**config.mk**
```make
export PLATFORM = sky130hd
export DESIGN_NAME = bus_cycle_ctrl
export DESIGN_NICKNAME = d
export VERILOG_FILES = /design/src/bus_cycle_pkg.sv /design/src/pin_sync.sv /design/src/bus_cycle_ctrl.sv
export VERILOG_INCLUDE_DIRS = /design/src /design/src/src
export SDC_FILE = /design/constraint.sdc
export NUM_CORES = 1
export LEC_CHECK = 0
export BUFFER_PORTS_ARGS = -buffer_cell sky130_fd_sc_hd__buf_4
export CAP_MARGIN = 20
export CORE_MARGIN = 5
export CORE_UTILIZATION = 50
export DETAILED_ROUTE_END_ITERATION = 7
export PLACE_DENSITY_LB_ADDON = 0.12
export SLEW_MARGIN = 5
export SYNTH_ARGS = -nofsm -noshare
export SYNTH_HDL_FRONTEND = slang
export SYNTH_HIERARCHICAL = 1
export SYNTH_SLANG_ARGS = --single-unit
```
**constraint.sdc**
```tcl
create_clock -name clock -period 2.1 [get_ports clock]
set_clock_uncertainty 0.15 [all_clocks]
set_input_delay 0.315 -clock clock [delete_from_list [all_inputs] [get_ports clock]]
set_output_delay 0.315 -clock clock [all_outputs]
set_load 0.05 [all_outputs]
```
**src/bus_cycle_cfg.svh**
```systemverilog
// Timing counts and Avalon-MM register map for the bus-cycle controller.
`ifndef BUS_CYCLE_CFG_SVH
`define BUS_CYCLE_CFG_SVH

`define WAITS_SLOW 4'h4
`define WAITS_IO16 4'h1
`define WAITS_MEM16 4'h1
`define WAITS_ROM_LONG 4'h3
`define WAITS_ROM_SHORT 4'h2
`define WAITS_RAM_FAST 4'h0
`define WAITS_RAM_SLOW 4'h1
`define TEST_COMBO_NS 60
`define CLOCK_NS 50
`define TEST_COMBO_CYCLES (((`TEST_COMBO_NS) / (`CLOCK_NS)) < 1 ? 1 : ((`TEST_COMBO_NS) / (`CLOCK_NS)))
`define REG_CONTROL 4'h0
`define REG_STATUS 4'h4
`define REG_COUNT 4'h8
`define CTRL_ENABLE_BIT 0
`define CTRL_RESET 8'h01

`endif

```
**src/bus_cycle_pkg.sv**
```systemverilog
// Types shared by the bus-cycle controller files.
package bus_cycle_pkg;
    typedef enum logic [2:0] {
        CYC_IDLE = 3'b000,
        CYC_CMD_DELAY = 3'b001,
        CYC_WAIT = 3'b011,
        CYC_LOW_DONE = 3'b010,
        CYC_HIGH = 3'b110,
        CYC_END = 3'b111
    } cycle_state_t;
    typedef enum logic [2:0] {
        ACC_INTERRUPT_ACKNOWLEDGE_CYCLE = 3'h0,
        ACC_IO = 3'h1,
        ACC_MEM_READ = 3'h2,
        ACC_MEM_WRITE = 3'h3,
        ACC_ROM_READ = 3'h4
    } access_t;
endpackage

```
**src/pin_sync.sv**
```systemverilog
// Two-flop synchroniser for a bundle of pin inputs.
`timescale 1ns/100ps
module pin_sync #(
    parameter int WIDTH = 1,
    parameter logic [WIDTH-1:0] RESET_VALUE = '0
) (
    // Clock and reset.
    input wire logic clock,
    input wire logic rstn,
    // Raw and synchronised levels.
    input wire logic [WIDTH-1:0] pinIn,
    output logic [WIDTH-1:0] pinOut
);
    logic [WIDTH-1:0] meta_r;

    // Only the second stage may read the first.
    always_ff @(posedge clock or negedge rstn) begin
        if (!rstn) begin
            meta_r <= RESET_VALUE;
            pinOut <= RESET_VALUE;
        end else begin
            meta_r <= pinIn;
            pinOut <= meta_r;
        end
    end
endmodule // pin_sync

```
**src/bus_cycle_ctrl.sv**
```systemverilog
// Bus-cycle wait, refresh and 16-to-8 conversion controller with an Avalon-MM register port.
`timescale 1ns/100ps
`include "bus_cycle_cfg.svh"

// Behaviour
// - Interrupt acknowledge and 8-bit I/O get 4 waits; 16-bit I/O 1; all delayed.
// - Off-board memory: 4 waits delayed if 8-bit, 1 wait undelayed if 16-bit.
// - On-board ROM 3 or 2 waits by extra-wait input; DRAM 0 or 1; undelayed.
// - Channel ready low holds the cycle open until it returns high or zero-wait goes low.
// - Zero-wait request low ends the cycle at once; in a conversion it ends each half, with the low-done step between.
// - Refresh request low asserts the refresh address enable output.
// - Refresh request under hold acknowledge also drives the memory read command.
// - Conversion machine drives byte-swap direction, gate and command suppress.
// - Conversion holds the processor and moves the low byte first.
// - Then latch low byte on reads, drop commands, raise address bit zero, move high.
// - Eight-bit DMA routes system low byte to high or low memory byte.
// - Read-wait select sampled on reads, write-wait on writes; high adds a wait.
module bus_cycle_ctrl (
    // Clock and reset.
    input wire logic clock,
    input wire logic rstn,
    // Avalon-MM register port.
    input wire logic [3:0] avsAddress,
    input wire logic avsRead,
    input wire logic avsWrite,
    input wire logic [31:0] avsWritedata,
    output logic [31:0] avsReaddata,
    output logic avsWaitrequest,
    // Processor cycle request, from logic on this clock.
    input wire logic cycleStart,
    input wire bus_cycle_pkg::access_t cycleType,
    input wire logic cycleWord,
    input wire logic [7:0] busDataLow,
    // Board pins.
    input wire logic onboard_select,
    input wire logic memCs16n,
    input wire logic ioCs16n,
    input wire logic rom_extra_wait,
    input wire logic dram_read_wait_select,
    input wire logic dram_write_wait_select,
    input wire logic channelReady,
    input wire logic zeroWaitn,
    input wire logic refreshn,
    input wire logic processor_hold_ack,
    input wire logic dmaByteCycle,
    input wire logic dmaHighByte,
    input wire logic dmaToMemory,
    // Outputs.
    output logic processorReadyn,
    output logic commandActive,
    output logic memReadCmdn,
    output logic refreshAddressEnablen,
    output logic sysAddr0,
    output logic byte_swap_direction,
    output logic byte_swap_gate,
    output logic command_suppress,
    output logic [7:0] lowByteLatch
);
    localparam int COMBO_LIMIT = `TEST_COMBO_CYCLES;
    localparam logic [7:0] CTRL_INIT = `CTRL_RESET;

    // Pins other than dmaHighByte and dmaToMemory synchronised before use.
    logic [10:0] pinsSync;
    logic sOnboard, sMem16n, sIo16n, sRomWait, sRdWait, sWrWait, sReady, sZeroWaitn, sRefreshn, sHold, sDma;
    // Reset value is the idle level of every pin, so no false hold, stall or test combination follows reset.
    pin_sync #(.WIDTH(11), .RESET_VALUE(11'h31c)) pinSyncInst (
        .clock(clock),
        .rstn(rstn),
        .pinIn({onboard_select, memCs16n, ioCs16n, rom_extra_wait, dram_read_wait_select,
            dram_write_wait_select, channelReady, zeroWaitn, refreshn, processor_hold_ack, dmaByteCycle}),
        .pinOut(pinsSync)
    );
    assign {sOnboard, sMem16n, sIo16n, sRomWait, sRdWait, sWrWait, sReady, sZeroWaitn, sRefreshn, sHold, sDma} = pinsSync;

    // Wait count and command delay for an access.
    function automatic logic [4:0] waitPlan(input bus_cycle_pkg::access_t t, input logic onb, input logic m16n,
                                            input logic io16n, input logic romw, input logic rdw, input logic wrw);
        logic [4:0] r;
        r = {`WAITS_SLOW, 1'b1};
        unique case (t)
            bus_cycle_pkg::ACC_INTERRUPT_ACKNOWLEDGE_CYCLE: r = {`WAITS_SLOW, 1'b1};
            bus_cycle_pkg::ACC_IO: r = io16n ? {`WAITS_SLOW, 1'b1} : {`WAITS_IO16, 1'b1};
            default: begin
                if (!onb) begin
                    r = m16n ? {`WAITS_SLOW, 1'b1} : {`WAITS_MEM16, 1'b0};
                end else if (t == bus_cycle_pkg::ACC_ROM_READ) begin
                    r = romw ? {`WAITS_ROM_LONG, 1'b0} : {`WAITS_ROM_SHORT, 1'b0};
                end else if (t == bus_cycle_pkg::ACC_MEM_WRITE) begin
                    r = wrw ? {`WAITS_RAM_SLOW, 1'b0} : {`WAITS_RAM_FAST, 1'b0};
                end else begin
                    r = rdw ? {`WAITS_RAM_SLOW, 1'b0} : {`WAITS_RAM_FAST, 1'b0};
                end
            end
        endcase
        return r;
    endfunction

    bus_cycle_pkg::cycle_state_t state_r, state_nxt;
    logic [3:0] waits_r, waits_nxt;
    logic isRead_r, convert_r, enable_r;
    logic [7:0] lowByte_r;
    logic [15:0] cycleCount_r;
    logic [4:0] plan;
    logic waitsDone, cycleEnds, convNeeded, accepting;

    assign plan = waitPlan(cycleType, sOnboard, sMem16n, sIo16n, sRomWait, sRdWait, sWrWait);
    assign waitsDone = (waits_r == 4'h0);
    // Zero-wait cuts short; otherwise channel ready gates the programmed count.
    assign cycleEnds = !sZeroWaitn || (waitsDone && sReady);
    assign convNeeded = cycleWord && (cycleType == bus_cycle_pkg::ACC_IO || (!sOnboard && sMem16n));
    assign accepting = enable_r && cycleStart && !sHold;

    always_comb begin
        state_nxt = state_r;
        waits_nxt = (waits_r != 4'h0) ? waits_r - 4'h1 : waits_r;
        unique case (state_r)
            bus_cycle_pkg::CYC_IDLE: begin
                if (accepting) begin
                    waits_nxt = plan[4:1];
                    state_nxt = plan[0] ? bus_cycle_pkg::CYC_CMD_DELAY : bus_cycle_pkg::CYC_WAIT;
                end
            end
            bus_cycle_pkg::CYC_CMD_DELAY: begin
                waits_nxt = waits_r;
                state_nxt = bus_cycle_pkg::CYC_WAIT;
            end
            bus_cycle_pkg::CYC_WAIT: begin
                if (cycleEnds) begin
                    state_nxt = convert_r ? bus_cycle_pkg::CYC_LOW_DONE : bus_cycle_pkg::CYC_END;
                end
            end
            bus_cycle_pkg::CYC_LOW_DONE: begin
                waits_nxt = `WAITS_SLOW;
                state_nxt = bus_cycle_pkg::CYC_HIGH;
            end
            bus_cycle_pkg::CYC_HIGH: begin
                if (cycleEnds) begin
                    state_nxt = bus_cycle_pkg::CYC_END;
                end
            end
            bus_cycle_pkg::CYC_END: state_nxt = bus_cycle_pkg::CYC_IDLE;
            default: state_nxt = bus_cycle_pkg::CYC_IDLE;
        endcase
    end

    always_ff @(posedge clock or negedge rstn) begin
        if (!rstn) begin
            state_r <= bus_cycle_pkg::CYC_IDLE;
            waits_r <= 4'h0;
        end else begin
            state_r <= state_nxt;
            waits_r <= waits_nxt;
        end
    end

    // Access attributes are held for the whole cycle.
    always_ff @(posedge clock or negedge rstn) begin
        if (!rstn) begin
            isRead_r <= 1'b0;
            convert_r <= 1'b0;
        end else if (state_r == bus_cycle_pkg::CYC_IDLE && accepting) begin
            isRead_r <= (cycleType != bus_cycle_pkg::ACC_MEM_WRITE);
            convert_r <= convNeeded;
        end
    end

    // Low byte captured as the first half of a converted read closes.
    always_ff @(posedge clock or negedge rstn) begin
        if (!rstn) begin
            lowByte_r <= 8'h00;
        end else if (state_r == bus_cycle_pkg::CYC_LOW_DONE && isRead_r) begin
            lowByte_r <= busDataLow;
        end
    end
    assign lowByteLatch = lowByte_r;

    // Ready is held off through both halves of a conversion.
    assign processorReadyn = (state_r != bus_cycle_pkg::CYC_END);
    assign commandActive = (state_r == bus_cycle_pkg::CYC_WAIT || state_r == bus_cycle_pkg::CYC_HIGH);
    assign command_suppress = (state_r == bus_cycle_pkg::CYC_LOW_DONE);
    assign sysAddr0 = (state_r == bus_cycle_pkg::CYC_LOW_DONE || state_r == bus_cycle_pkg::CYC_HIGH);
    // Swap gate opens with address bit zero, from the low-done step through the high half of a conversion, or for an 8-bit DMA to the high byte.
    assign byte_swap_gate = sysAddr0 || (sHold && sDma && dmaHighByte);
    assign byte_swap_direction = (sHold && sDma) ? dmaToMemory : !isRead_r;
    // Refresh drives the memory read command only under hold acknowledge; the address enable follows refresh alone.
    assign refreshAddressEnablen = sRefreshn;
    assign memReadCmdn = !((!sRefreshn && sHold) || (commandActive && isRead_r && !convert_r)
                           || (commandActive && isRead_r && convert_r));

    // Watches the forbidden wait-select test combination.
    logic [3:0] comboCount_r;
    logic comboSeen_r;
    always_ff @(posedge clock or negedge rstn) begin
        if (!rstn) begin
            comboCount_r <= 4'h0;
            comboSeen_r <= 1'b0;
        end else begin
            comboCount_r <= (sRdWait && !sWrWait) ? ((comboCount_r == 4'hf) ? comboCount_r : comboCount_r + 4'h1) : 4'h0;
            if (comboCount_r > 4'(COMBO_LIMIT)) begin
                comboSeen_r <= 1'b1;
            end
        end
    end

    // Register port: control enable, status, completed cycle count.
    logic regHit, endPulse, rdDone_r;
    assign endPulse = (state_r == bus_cycle_pkg::CYC_END);
    // A read is held one cycle so that its registered data already stand when waitrequest falls.
    assign avsWaitrequest = avsRead && !rdDone_r;
    assign regHit = (avsAddress == `REG_CONTROL);
    always_ff @(posedge clock or negedge rstn) begin
        if (!rstn) begin
            enable_r <= CTRL_INIT[`CTRL_ENABLE_BIT];
            cycleCount_r <= 16'h0000;
        end else begin
            if (avsWrite && regHit) begin
                enable_r <= avsWritedata[`CTRL_ENABLE_BIT];
            end
            if (endPulse) begin
                cycleCount_r <= cycleCount_r + 16'h0001;
            end
        end
    end
    always_ff @(posedge clock or negedge rstn) begin
        if (!rstn) begin
            avsReaddata <= 32'h00000000;
            rdDone_r <= 1'b0;
        end else begin
            rdDone_r <= avsRead && !rdDone_r;
            if (avsRead && !rdDone_r) begin
                unique case (avsAddress)
                    `REG_CONTROL: avsReaddata <= {31'h0, enable_r};
                    `REG_STATUS: avsReaddata <= {24'h0, comboSeen_r, convert_r, sHold, 2'h0, state_r};
                    `REG_COUNT: avsReaddata <= {16'h0, cycleCount_r};
                    default: avsReaddata <= 32'h00000000;
                endcase
            end
        end
    end
endmodule // bus_cycle_ctrl

```
==> flow_metrics.py <==
metrics = {
    "outcome": {
        "status": "finished, final reports clean",
    },
    "final_layout": {
        "stdcell_count": 464,
        "final_nets": 450,
        "fillCellCount": 536,
        "seq_area_sq_um": 1970,
        "multi_input_area_sq_um": 1320,
        "area_growth_pct": 26.7,
        "drive_above_1_share_pct": 32.0,
        "fin_area_sq_um": 4350,
        "antennaDiodeCount": 0,
    },
    "detailed_routing": {
        "drtAntennaViolNets": 0,
        "drc": 0,
        "drt-met1-wl_um": 2920,
        "dr.pass1.iters": 4,
        "wl_per_cell_um": 14.7,
        "vias": 2395,
        "wl_met3_um": 406,
        "drt_iter0_drc": 66,
        "viasPerCell": 5.16,
        "wl_um": 6820,
        "top_layer": "met4",
        "route.met2.wl_um": 3400,
    },
    "synthesis": {
        "synth-edff-count": 0,
        "ys_seq_area_share_pct": 57.3,
        "ys_ff_latch": 78,
        "synth_cells": 290,
        "synth.area.top_cells": "dfrtp_1 49%, dfstp_2 8.4%, a22o_1 5.4%, xnor2_1 4.6%, buf_4 3.7%",
        "syn_area_sq_um": 3430,
        "synthMostInstantiatedCell": "dfrtp_1",
        "synth_top_cell_area_share_pct": 48.9,
        "ys_types": 55,
        "synth-warning-count": 6,
        "synth_top_area_cell": "dfrtp_1",
        "async_flop_share_pct": 100,
        "synth-main-ff-cell": "dfrtp_1",
        "avgSynthCellArea_sq_um": 11.8,
        "synth_top_cells_by_count": "67 x dfrtp_1, 21 x a22o_1, 18 x xnor2_1",
    },
    "critical_path": {
        "cp-endpoint": "memReadCmdn",
        "crit_chain": "buf_6 > xnor2_2 > nor2_2 > a21oi_1 > buf_4",
        "cp.required_ps": 1630,
        "slowest_stage": "dfrtp_2",
        "crit_path_max_incr_delay_ps": 450,
        "r2r-start": "state_r[0]",
        "worstPathMaxFanout": 13,
        "rr_worst_depth": 4,
        "critPathKind": "flop to output port",
        "timing.rr.end": "lowByteLatch[5]",
        "worst_ep_arrival_time_ps": 1540,
        "cp-startpoint": "state_r[2]",
        "rrSetupSlack_ps": 220,
        "critPathCaptureType": "output port",
        "cp-start-kind": "flop",
    },
    "pwr": {
        "p_leak_nw": 2.05,
        "swShare_pct": 39.5,
        "combPwrFrac_pct": 38.4,
        "power.internal_mw": 3.05,
        "p_clk_share_pct": 22.9,
        "p_seq_share_pct": 38.7,
        "p_sw_mw": 1.99,
        "ir_worst_vdd_uv": 679,
        "power-per-cell-area_nw_per_um2": 1160,
    },
    "sta": {
        "hold_viol": 0,
        "period_share_pct": 95.3,
        "setup_tns_ps": 0,
        "timing.slew.headroom_pct": 58.7,
        "whs_ps": 39.1,
        "worst-slew-pin-transition_ps": 619,
        "fmax_ghz": 0.500,
        "rsz0062_at_grt": "false",
        "slew_violations": 0,
        "min_period_ps": 2000,
        "setup_viol": 0,
    },
    "cts": {
        "path_clk_slew_ps": 90,
        "cts-root-buf": "clkbuf_8",
        "cts_buffers": 9,
        "insertion_delay_ps": 350,
        "htreeDepth": 3,
        "cts_sinks": 78,
        "tritoncts": "built",
        "clock_path_buffers": 2,
        "post_cts_buffers": 0,
    },
    "grt": {
        "grt_usage_pct": 17.1,
        "grt_pass1_wl_um": 11400,
        "overflow": 0,
        "antenna_found_initial": 0,
        "grt_max_degree": 37,
        "grt_pass1_vias": 2359,
    },
    "placement": {
        "dp_hpwl_um": 5090,
        "place_congestion": 0.786,
        "dp.cells": 436,
        "post_dp_cell_area_sq_um": 4010,
        "io_buffers": 67,
    },
    "worst_hold_path": {
        "worstHoldPathCells": 2,
        "min_path_type": "input pin to flop",
        "min_from": "busDataLow[3]",
    },
    "floorplanning": {
        "dieArea_sq_um": 8620,
        "rows": 30,
        "core-area_sq_um": 6720,
        "start_util_pct": 51.0,
        "die_h_um": 92.8,
        "die_x_um": 92.8,
        "pin_count": 115,
    },
    "flow_run": {
        "drv_cap": 0,
    },
}
cell families (layout without fill, tap and decap cells):
family	Yosys count	after routing	share of synthesized area, %
mux	12	12	3.87
xor+xnor	19	19	4.85
other cells	1	16	0.109
buf+inv	37	116	6.02
compound gates	59	59	12.8
fa+ha+maj	5	5	1.82
flops	78	78	57.3
simple gates	79	79	13.2
metrics by stage:
| step | setup slack, ps | utilization [%] | total power [mW] |
|---|---|---|---|
| 2_1_floorplan | -237 | - | 3.34 |
| 3_3_place_gp | 220 | 59.6 | 3.85 |
| 5_1_grt | 17.4 | 64.7 | 5.33 |
| 6_report | 99.3 | 64.7 | 5.05 |
| 4_1_cts | 20.1 | 64.5 | 5.08 |
| 3_5_place_dp | 211 | 59.6 | 3.88 |
area by class of cell:
class | count | area share [%]
Inverter | 13 | 1.12
Tap cell | 80 | 2.30
Timing Repair Buffer | 87 | 16.1
Clock buffer | 9 | 2.85
Clock inverter | 7 | 1.90
Sequential cell | 78 | 45.3
Multi-Input combinational cell | 190 | 30.5
critical path, delay by kind of cell (launching register included):
| family | cells | cell delay (ps) |
|---|---|---|
| flip-flops | 1 | 450 |
| buffers and inverters | 2 | 350 |
| AND/OR/NAND/NOR | 1 | 160 |
| XOR/XNOR | 1 | 130 |
| AO/OA/AOI/OAI | 1 | 90 |
how the worst min path moves through the flow:
stage	endpoint	slack (ps)
after global routing	lowByteLatch[3]	20
final	lowByteLatch[3]	40
after detailed placement	avsReaddata[3]	130
after CTS	lowByteLatch[3]	20
after floorplan	avsReaddata[0]	-130
after global placement	avsReaddata[4]	130
metal layers:
layer,vias to the layer above,track usage (%)
met5,-,0
met4,0,7.69
met3,8,4.55
met2,72,28.0
met1,1132,21.2
li1,1183,-
registers in the layout, indices dropped and copies added, names as in the netlist, 3 cells and up:
name                flops
comboCount_r            4
waits_r                 4
avsReaddata            16
cycleCount_r           16
pinSyncInst/pinOut     11
pinSyncInst/meta_r     11
lowByteLatch            8
state_r                 3
power by group through the flow:
stage	Combinational, mW	Clock (mW)	Sequential (mW)
2_1_floorplan	1.12	0	2.22
3_3_place_gp	1.88	0	1.97
3_5_place_dp	1.90	0	1.98
4_1_cts	1.93	1.19	1.95
5_1_grt	2.09	1.25	1.99
6_report	1.94	1.15	1.95
cells in the final DEF, fill, tap and decap left out, types with 3 or more instances in the layout:
cell,instances
dlygate4sd3_1,12
nand2_1,17
buf_4,73
nand3_1,8
nor2b_1,3
dfstp_2,11
clkbuf_8,9
nand4_1,5
mux2_2,10
nor3_1,5
a22o_1,21
nor2_1,14
inv_1,12
ha_1,5
dfrtp_1,65
conb_1,16
a21oi_1,6
o21ai_0,13
xnor2_1,17
nand2b_1,5
repair_timing:
item,in CTS,in global routing
hold buffers,12,0
setup endpoints to repair,0,2
gates resized for setup,0,4
hold endpoints to repair,37,0
Power figures use the tool's default switching activity.
